==> src/hdl/pscap_pkg.sv <==
// pscap_pkg: offsets, field layout, reset values and carrier types
// of the slot capabilities register bank.
// assumes a 12-bit byte address from the register port.
package pscap_pkg;

   // --------------------------------------------------------------
   // register offsets
   // --------------------------------------------------------------
   localparam int          ADDR_W    = 12;
   localparam logic [11:0] CAP_OFF   = 12'h054;
   localparam logic [11:0] CTL_OFF   = 12'h0F0;
   localparam logic [11:0] STS_OFF   = 12'h0F4;

   // --------------------------------------------------------------
   // field positions
   // --------------------------------------------------------------
   localparam int PRESENT_LSB = 0;
   localparam int PRESENT_W   = 7;
   localparam int VALUE_LSB   = 7;
   localparam int VALUE_W     = 8;
   localparam int SCALE_LSB   = 15;
   localparam int SCALE_W     = 2;
   localparam int INTLK_BIT   = 17;
   localparam int NOCMD_BIT   = 18;
   localparam int SLOTNUM_LSB = 19;
   localparam int SLOTNUM_W   = 13;
   localparam int UNLOCK_BIT  = 0;
   localparam int STS_PEND    = 0;
   localparam int STS_BUSY    = 1;
   localparam int STS_LINK    = 2;
   localparam int STS_OPEN    = 3;

   // --------------------------------------------------------------
   // reset values
   // --------------------------------------------------------------
   localparam logic [31:0] CAP_RST    = 32'h0000_0000;
   localparam logic        UNLOCK_RST = 1'h0;
   localparam logic        NOCMD_VAL  = 1'h0;

   // --------------------------------------------------------------
   // types
   // --------------------------------------------------------------
   typedef enum logic [1:0] {
      SCALE_X1    = 2'h0,
      SCALE_XP1   = 2'h1,
      SCALE_XP01  = 2'h2,
      SCALE_XP001 = 2'h3
   } pscap_scale_type;

   // layout matches the register bit for bit, msb first
   typedef struct packed {
      logic [SLOTNUM_W-1:0] physical_slot_number;
      logic                 no_cmd_done_support;
      logic                 interlock_present;
      pscap_scale_type      power_limit_scale;
      logic [VALUE_W-1:0]   power_limit_value;
      logic                 hotplug_capable;
      logic                 surprise_removal;
      logic                 power_indicator_present;
      logic                 attn_indicator_present;
      logic                 latch_sensor_present;
      logic                 power_ctrl_present;
      logic                 attn_button_present;
   } pscap_cap_type;

   typedef struct packed {
      pscap_scale_type    scale;
      logic [VALUE_W-1:0] value;
   } pscap_msg_type;

endpackage : pscap_pkg

==> src/hdl/pscap_msg_gen.sv <==
// pscap_msg_gen: launches power limit messages toward the link.
// assumes the link side holds msg_ready high to accept a message.
`timescale 1ns/100ps
module pscap_msg_gen
(
   input  wire logic                    clk,
   input  wire logic                    nrst,
   input  wire logic                    trigger,
   input  wire pscap_pkg::pscap_msg_type fields,
   input  wire logic                    msg_ready,
   output logic                         msg_valid,
   output pscap_pkg::pscap_msg_type     msg_data,
   output logic                         pending
);

   typedef enum logic {
      PSCAP_IDLE = 1'b0,
      PSCAP_SEND = 1'b1
   } pscap_state_type;

   pscap_state_type          state_reg;
   pscap_state_type          state_next;
   logic                     pend_reg;
   pscap_pkg::pscap_msg_type data_reg;
   wire                      launch;
   wire                      done;

   // --------------------------------------------------------------
   // sequencing
   // --------------------------------------------------------------
   assign launch = (state_reg == PSCAP_IDLE) & pend_reg;
   assign done   = (state_reg == PSCAP_SEND) & msg_ready;

   always_comb
   begin
      case (state_reg)
         PSCAP_IDLE: state_next = pend_reg ? PSCAP_SEND : PSCAP_IDLE;
         PSCAP_SEND: state_next = msg_ready ? PSCAP_IDLE : PSCAP_SEND;
         default:    state_next = PSCAP_IDLE;
      endcase
   end

   // a trigger landing while a request is taken keeps it pending
   always_ff @(posedge clk or negedge nrst)
   begin
      if (!nrst)
      begin
         state_reg <= PSCAP_IDLE;
         pend_reg  <= 1'b0;
         data_reg  <= '0;
      end
      else
      begin
         state_reg <= state_next;
         pend_reg  <= trigger | (pend_reg & ~launch);
         if (launch)
            data_reg <= fields;
      end
   end

   assign msg_valid = (state_reg == PSCAP_SEND);
   assign msg_data  = data_reg;
   assign pending   = pend_reg;

   a_msg_held_stable : assert property (@(posedge clk) disable iff (!nrst)
      msg_valid && !msg_ready |=> msg_valid && $stable(msg_data))
      else $error("message dropped or changed before acceptance");

   a_msg_done_idle : assert property (@(posedge clk) disable iff (!nrst)
      done && !pend_reg |=> !msg_valid)
      else $error("message not ended after acceptance");

endmodule : pscap_msg_gen

==> src/hdl/pscap_regs.sv <==
// pscap_regs: slot capabilities register of one downstream port.
// assumes a single-cycle register port and a synchronous link state.
`timescale 1ns/100ps
module pscap_regs
(
   input  wire logic                            clk,
   input  wire logic                            nrst,
   input  wire logic [pscap_pkg::ADDR_W-1:0]    addr,
   input  wire logic [31:0]                     wdata,
   input  wire logic                            wr,
   input  wire logic                            rd,
   output logic      [31:0]                     rdata,
   input  wire logic                            slot_implemented,
   input  wire logic                            cfg_init,
   input  wire logic                            dl_up,
   input  wire logic                            msg_ready,
   output logic                                 msg_valid,
   output pscap_pkg::pscap_msg_type             msg_data
);

   // --------------------------------------------------------------
   // state
   // --------------------------------------------------------------
   pscap_pkg::pscap_cap_type cap_reg;
   pscap_pkg::pscap_cap_type cap_next;
   logic                     unlock_reg;
   logic                     dl_up_reg;
   logic [31:0]              rdata_reg;
   logic [31:0]              rdata_next;

   // --------------------------------------------------------------
   // decode
   // --------------------------------------------------------------
   wire                      sel_cap;
   wire                      sel_ctl;
   wire                      sel_sts;
   wire                      wr_cap;
   wire                      lock_open;
   wire                      wr_locked;
   wire                      link_rise;
   wire                      send_req;
   wire                      pending;
   pscap_pkg::pscap_cap_type wcap;
   pscap_pkg::pscap_cap_type cap_view;
   pscap_pkg::pscap_msg_type live_msg;
   wire [31:0]               ctl_word;
   wire [31:0]               sts_word;

   // read image: whole word zero without a slot, bit 18 always zero
   function automatic pscap_pkg::pscap_cap_type view_of(
      input pscap_pkg::pscap_cap_type cap,
      input logic                     slot);
      pscap_pkg::pscap_cap_type v;
      v                     = slot ? cap : pscap_pkg::pscap_cap_type'(32'h0);
      v.no_cmd_done_support = pscap_pkg::NOCMD_VAL;
      return v;
   endfunction : view_of

   assign sel_cap   = (addr == pscap_pkg::CAP_OFF);
   assign sel_ctl   = (addr == pscap_pkg::CTL_OFF);
   assign sel_sts   = (addr == pscap_pkg::STS_OFF);
   assign wr_cap    = wr & sel_cap & slot_implemented;
   assign lock_open = cfg_init | unlock_reg;
   assign wr_locked = wr_cap & lock_open;
   assign wcap      = pscap_pkg::pscap_cap_type'(wdata);
   assign cap_view  = view_of(cap_reg, slot_implemented);
   assign link_rise = dl_up & ~dl_up_reg;
   assign send_req  = wr_cap | (link_rise & slot_implemented);

   // --------------------------------------------------------------
   // field update
   // --------------------------------------------------------------
   always_comb
   begin
      cap_next = cap_reg;
      if (wr_locked)
      begin
         cap_next.attn_button_present     = wcap.attn_button_present;
         cap_next.power_ctrl_present      = wcap.power_ctrl_present;
         cap_next.latch_sensor_present    = wcap.latch_sensor_present;
         cap_next.attn_indicator_present  = wcap.attn_indicator_present;
         cap_next.power_indicator_present = wcap.power_indicator_present;
         cap_next.surprise_removal        = wcap.surprise_removal;
         cap_next.hotplug_capable         = wcap.hotplug_capable;
         cap_next.interlock_present       = wcap.interlock_present;
         cap_next.physical_slot_number    = wcap.physical_slot_number;
      end
      if (wr_cap)
      begin
         cap_next.power_limit_value = wcap.power_limit_value;
         cap_next.power_limit_scale = wcap.power_limit_scale;
      end
      cap_next.no_cmd_done_support = pscap_pkg::NOCMD_VAL;
   end

   // --------------------------------------------------------------
   // read mux
   // --------------------------------------------------------------
   assign ctl_word = {31'h0, unlock_reg};
   assign sts_word = {28'h0, lock_open, dl_up_reg, msg_valid, pending};

   always_comb
   begin
      rdata_next = 32'h0;
      if (rd && sel_cap)
         rdata_next = 32'(cap_view);
      else if (rd && sel_ctl)
         rdata_next = ctl_word;
      else if (rd && sel_sts)
         rdata_next = sts_word;
   end

   // --------------------------------------------------------------
   // registers
   // --------------------------------------------------------------
   always_ff @(posedge clk or negedge nrst)
   begin
      if (!nrst)
      begin
         cap_reg    <= pscap_pkg::pscap_cap_type'(pscap_pkg::CAP_RST);
         unlock_reg <= pscap_pkg::UNLOCK_RST;
         dl_up_reg  <= 1'b0;
         rdata_reg  <= 32'h0;
      end
      else
      begin
         cap_reg   <= cap_next;
         dl_up_reg <= dl_up;
         rdata_reg <= rdata_next;
         if (wr && sel_ctl)
            unlock_reg <= wdata[pscap_pkg::UNLOCK_BIT];
      end
   end

   assign rdata = rdata_reg;

   // --------------------------------------------------------------
   // power limit message
   // --------------------------------------------------------------
   assign live_msg = {cap_reg.power_limit_scale,
                      cap_reg.power_limit_value};

   pscap_msg_gen u_msg
   (
      .clk       (clk),
      .nrst      (nrst),
      .trigger   (send_req),
      .fields    (live_msg),
      .msg_ready (msg_ready),
      .msg_valid (msg_valid),
      .msg_data  (msg_data),
      .pending   (pending)
   );

   // --------------------------------------------------------------
   // checks
   // --------------------------------------------------------------
   a_noslot_reads_zero : assert property (@(posedge clk) disable iff (!nrst)
      rd && sel_cap && !slot_implemented |=> rdata == 32'h0)
      else $error("capabilities visible without a slot");

   a_noslot_write_lost : assert property (@(posedge clk) disable iff (!nrst)
      wr && sel_cap && !slot_implemented |=> $stable(cap_reg))
      else $error("write taken without a slot");

   a_nocmd_bit_zero : assert property (@(posedge clk) disable iff (!nrst)
      rd && sel_cap |=> !rdata[pscap_pkg::NOCMD_BIT])
      else $error("no command completed bit set");

   a_present_readback : assert property (@(posedge clk) disable iff (!nrst)
      rd && sel_cap && slot_implemented
      |=> rdata[6:0] == $past(cap_reg[6:0]))
      else $error("presence bits read back wrong");

   a_interlock_read : assert property (@(posedge clk) disable iff (!nrst)
      rd && sel_cap && slot_implemented
      |=> rdata[pscap_pkg::INTLK_BIT] == $past(cap_reg.interlock_present))
      else $error("interlock bit read back wrong");

   a_locked_hold : assert property (@(posedge clk) disable iff (!nrst)
      wr_cap && !lock_open
      |=> $stable(cap_reg[6:0]) && $stable(cap_reg.physical_slot_number))
      else $error("locked field written while locked");

   a_value_write : assert property (@(posedge clk) disable iff (!nrst)
      wr_cap |=> cap_reg.power_limit_value == $past(wdata[14:7]))
      else $error("power limit value not written");

   a_scale_write : assert property (@(posedge clk) disable iff (!nrst)
      wr_cap |=> cap_reg.power_limit_scale == $past(wdata[16:15]))
      else $error("power limit scale not written");

   a_msg_on_write : assert property (@(posedge clk) disable iff (!nrst)
      wr_cap && !msg_valid && !pending
      |-> ##2 msg_valid && msg_data.value == $past(wdata[14:7], 2))
      else $error("no message after register write");

   a_msg_on_linkup : assert property (@(posedge clk) disable iff (!nrst)
      link_rise && slot_implemented && !msg_valid && !pending
      |-> ##2 msg_valid)
      else $error("no message after link up");

endmodule : pscap_regs

==> config.mk <==
export PLATFORM = sky130hd
export DESIGN_NAME = pscap_regs
export DESIGN_NICKNAME = d
export VERILOG_FILES = /design/src/hdl/pscap_pkg.sv /design/src/hdl/pscap_msg_gen.sv /design/src/hdl/pscap_regs.sv
export SDC_FILE = /design/constraint.sdc
export NUM_CORES = 1
export LEC_CHECK = 0
export ABC_AREA = 1
export BUFFER_PORTS_ARGS = -buffer_cell sky130_fd_sc_hd__buf_4
export CAP_MARGIN = 10
export CELL_PAD_IN_SITES_DETAIL_PLACEMENT = 0
export CELL_PAD_IN_SITES_GLOBAL_PLACEMENT = 1
export CORE_MARGIN = 5
export CORE_UTILIZATION = 34
export DETAILED_ROUTE_END_ITERATION = 16
export GPL_ROUTABILITY_DRIVEN = 0
export GPL_TIMING_DRIVEN = 0
export PLACE_DENSITY = 0.75
export SLEW_MARGIN = 0
export SYNTH_ARGS = -nofsm -noshare
export SYNTH_HDL_FRONTEND = slang
export SYNTH_SLANG_ARGS = --single-unit
==> constraint.sdc <==
create_clock -name clk -period 1.1 [get_ports clk]
set_clock_uncertainty 0.2 [all_clocks]
set_input_delay 0.22 -clock clk [delete_from_list [all_inputs] [get_ports clk]]
set_output_delay 0.22 -clock clk [all_outputs]
set_load 0.005 [all_outputs]
# == Word-level counts from Yosys, hierarchy flattened ==
# Index checks and enable logic that the tools add are counted.
# classes
addsub,0
n_shift,0
eq_ne,3
n_mux,7
n_reduce_logical,4
order_cmp,0
div_mod_pow,0
n_mul,0
n_bitwise,13
# ops
operator,n
$mux 32,2
$eq 12x8->1 const B,2
$eq 12x7->1 const B,1
$mux 4,2
$and 1x1->1,7
$logic_and 1x1->1,4
$not 1->1,3
$or 1x1->1,3
$mux 1,2
$pmux 1 s2,1
# word_totals
mem_bits_ro,0
in_bits,52
register_bits,77
mem_bits_rw,0
latchBits,0
elab_cells,45
mem_count,0
out_inout_bits,43

# == Logic depth before layout (Yosys ltp) ==
# depth
word_depth,5
depth_mapped,8
mapped_depth_nobuf,7

# == By module ==
# Synthesis repeated with hierarchy kept, for this count alone.
# unflattened
cells_unflattened,314
area_unflattened_um2,3169.3
# by_module_without_submodules
module,seq_area_each_um2,area_each_um2,instances,cells_per_inst
pscap_regs,1601.5,2695.1,1,265
pscap_msg_gen,300.3,474.2,1,49

# == Worst setup path after synthesis ==
# Ideal clock, no wire load.
# synth_path
path_kind,input-to-reg
startpoint,in addr[9] in the netlist's numbering
endpoint,reg cap_reg[22] in the netlist's numbering
path_buffers,1
setup_time_ns,0.121
arrival_ns,0.978
required_ns,0.779
path_slack_ns,-0.198
stages,7
cell_sequence,nor2_1 -> nand2_1 -> nor3_2 -> nand3b_2 -> buf_2 -> nand2_1 -> o21ai_1
# synth_between
elab_chain_len,4
# synth_lines
item,line_no,text
start: declaration,pscap_regs.sv:8,"input wire logic [pscap_pkg::ADDR_W-1:0] addr,"
$eq 12x7->1,pscap_regs.sv:59,assign sel_cap = (addr == pscap_pkg::CAP_OFF);
$and 1x1->1 (2 in a row),pscap_regs.sv:62,assign wr_cap = wr & sel_cap & slot_implemented;
$and 1x1->1,pscap_regs.sv:64,assign wr_locked = wr_cap & lock_open;
end signal: assignment,pscap_regs.sv:120,cap_reg <= pscap_pkg::pscap_cap_type'(pscap_pkg::CAP_RST);
end signal: assignment,pscap_regs.sv:127,cap_reg <= cap_next;
end: declaration,pscap_regs.sv:24,pscap_pkg::pscap_cap_type cap_reg;
# Every way passes these cells.
# A chain may end at the register's enable or synchronous reset.

# == Worst setup path in the final report ==
# layout_path
startpoint,reg unlock_reg
endpoint,reg cap_reg[4] in the netlist's numbering
# layout_between
elab_chain_len,2
# layout_lines
item,line_no,text
start: declaration,pscap_regs.sv:26,logic unlock_reg;
start signal: assignment,pscap_regs.sv:121,unlock_reg <= pscap_pkg::UNLOCK_RST;
start signal: assignment,pscap_regs.sv:131,unlock_reg <= wdata[pscap_pkg::UNLOCK_BIT];
$or 1x1->1,pscap_regs.sv:63,assign lock_open = cfg_init | unlock_reg;
$and 1x1->1,pscap_regs.sv:64,
# Every way passes these cells.

==> impl_metrics.ini <==
[floorplan]
die_width_um = 105
rows = 34
core_um2 = 8760
dieArea_um2 = 11000
ios = 95
die_y_um = 105
start_util_pct = 35.0

[clock_network]
postCtsHoldBufs = 34
clk_latency_ps = 330
clock_path_buffers = 2
cts.sinks = 76
htreeDepth = 3
numCtsBuffers = 9
path_clk_slew_ps = 70
root_buffer = clkbuf_8
cts_tree = yes

[power_and_ir_drop]
power_density_nw_per_um2 = 1120
power.leakage_nw = 2.66
finalPower_w = 0.00596
vdd_ir_drop_max_uv = 500

[cells_and_area]
final_common_cell = dfrtp_1
fillCellCount = 733
drive_gt1_share_pct = 50.4
final_cell_mix = 76 x dfrtp_1, 64 x buf_4, 55 x buf_6, 53 x inv_1, 34 x dlygate4sd3_1
final_nets = 520
area_growth_pct = 72.8
diodes = 0

[setup_path]
crit_type = register to register
startpoint_type = register
crit_fanout = 6
r2r_start = unlock_reg$_DFFE_PN0P_
cp_data_required_time_ps = 1160
r2r_setup_slack_ps = -250
rr_worst_depth = 6
r2r-end = cap_reg[4]$_DFFE_PN0P_
arrival_ps = 1410
endpoint_kind = register

[sta]
setup_viol = 115
hold_violations = 77
rsz0062_at_grt = yes
timing.fmax_ghz = 0.741
tightestPinTransition_ps = 949
worst_slack_ps = -249
maxSlewHeadroom_pct = 36.7
hold-worst-slack_ps = -183
final.period_utilization_pct = 123
period_minus_slack_ps = 1350
drv_slew = 0
fin_setup_tns_ps = -16420

[outcome]
status = finished with violations
violations = hold timing, setup timing

[min_path]
min_path_type = input port to async pin

[routing]
viasPerCell = 4.41
route.detailed.drc = 0
vias = 2560
drt_first_pass_iters = 4
drt_wl_total_mm = 8.05
dr.first_iter.drc_count = 38
wl_per_cell_um = 13.9
antenna_left = 0

[yosys]
synth_nets = 349
synth_cell_types = 27
syn_inst = 297
yosysSeqAreaShare_pct = 62.0
synth_warnings = 0
ys_ff_latch = 76
syn_area_um2 = 3070
avgSynthCellArea_um2 = 10.3

[global_route]
grt_pass1_vias = 2822
grt_usage_pct = 15.3
grt_pass1_wl_mm = 13.6
grt_max_degree = 77
overflow = 0
antenna_found_initial = 0

[job]
cap_viol_max_count = 0

[placement]
dp_hpwl_mm = 4.77
port_buffers = 92
-- critical path, stage by stage (launching register included) --
cell and delay (ps):
dfrtp_1 400, nor2_2 130, nand3b_4 180, buf_12 140, buf_8 120, nand2_2 40, o21ai_1 70
-- cell families (layout without fill, tap and decap cells) --
group | Yosys count | after routing | share of synthesized area, %
buf+inv | 71 | 246 | 10.2
compound gates | 48 | 48 | 7.91
other cells | 1 | 1 | 0.122
simple gates | 101 | 101 | 19.8
flops | 76 | 76 | 62.0
-- routing by layer --
metal  wire (um)  GRT usage [%]
met4         123           4.93
met5           0              0
met1        3290           18.3
met3         380           3.70
met2        4260           27.1
-- timing repair --
item,CTS,global route
gates cloned,8,0
buffers inserted,22,4
pin swaps,7,3
hold endpoints to repair,112,77
endpoints found under the setup margin,103,117
resized for setup,112,45
-- final cells by class --
cell class,count,area (um^2),area share [%]
repair buffers,160,1610,30.3
well taps,108,135,2.55
clock buffers,12,135,2.55
multi-input cells,150,1090,20.6
inverters,60,245,4.62
plain buffers,11,170,3.21
flip-flops and latches,76,1900,35.9
clock inverters,3,15.0,0.283
-- Yosys cell counts --
cell type / instances / share of area, %
nand3_1: 6 / 0.98
nor2_4: 21 / 7.7
o21ai_1: 21 / 3.4
nor3_1: 1 / 0.16
inv_4: 1 / 0.20
a21oi_1: 10 / 1.6
conb_1: 1 / 0.12
nand3_2: 1 / 0.33
inv_1: 58 / 7.1
nor2_8: 1 / 0.65
nand3b_1: 1 / 0.24
nand2_1: 41 / 5.0
nand2_4: 1 / 0.37
o21ai_0: 16 / 2.6
nor2_2: 1 / 0.20
nand4_1: 1 / 0.20
clkbuf_1: 2 / 0.24
o211ai_1: 1 / 0.24
buf_12: 2 / 1.3
nor3_2: 1 / 0.33
inv_2: 1 / 0.12
buf_2: 6 / 0.98
nand4_2: 1 / 0.41
nor2_1: 23 / 2.8
nand3b_2: 1 / 0.37
buf_4: 1 / 0.24
dfrtp_1: 76 / 62
-- how the worst max path moves through the flow --
stage / from / to / slack, ps / cells past startpoint
final: unlock_reg$_DFFE_PN0P_ / cap_reg[4]$_DFFE_PN0P_ / -250 / 6
after global routing: unlock_reg$_DFFE_PN0P_ / cap_reg[6]$_DFFE_PN0P_ / -290 / 6
after CTS: unlock_reg$_DFFE_PN0P_ / cap_reg[19]$_DFFE_PN0P_ / -220 / 6
after detailed placement: addr[9] / cap_reg[28]$_DFFE_PN0P_ / -450 / 8
after global placement: addr[9] / cap_reg[26]$_DFFE_PN0P_ / -430 / 8
after floorplan: addr[5] / rdata[10]$_DFF_PN0_ / -200 / 8
-- through the flow --
stage	util [%]	setup slack [ps]	area [um^2]	hold slack, ps	std cells
global placement	45.3	-428	3970	140	497
finish	60.5	-249	5300	-183	580
CTS	58.6	-219	5140	-141	576
global route	60.5	-293	5300	-96.1	580
detailed placement	45.3	-453	3970	141	497
floorplan	-	-195	3150	-276	297
-- report_power, final --
group          internal, W  switching (W)  leakage (nW)
combinational     0.000742       0.000412          1.60
clock             0.000799       0.000957        0.0800
sequential         0.00293       0.000115         0.976
total              0.00447        0.00148          2.66
(Power assumes the default switching activity.)
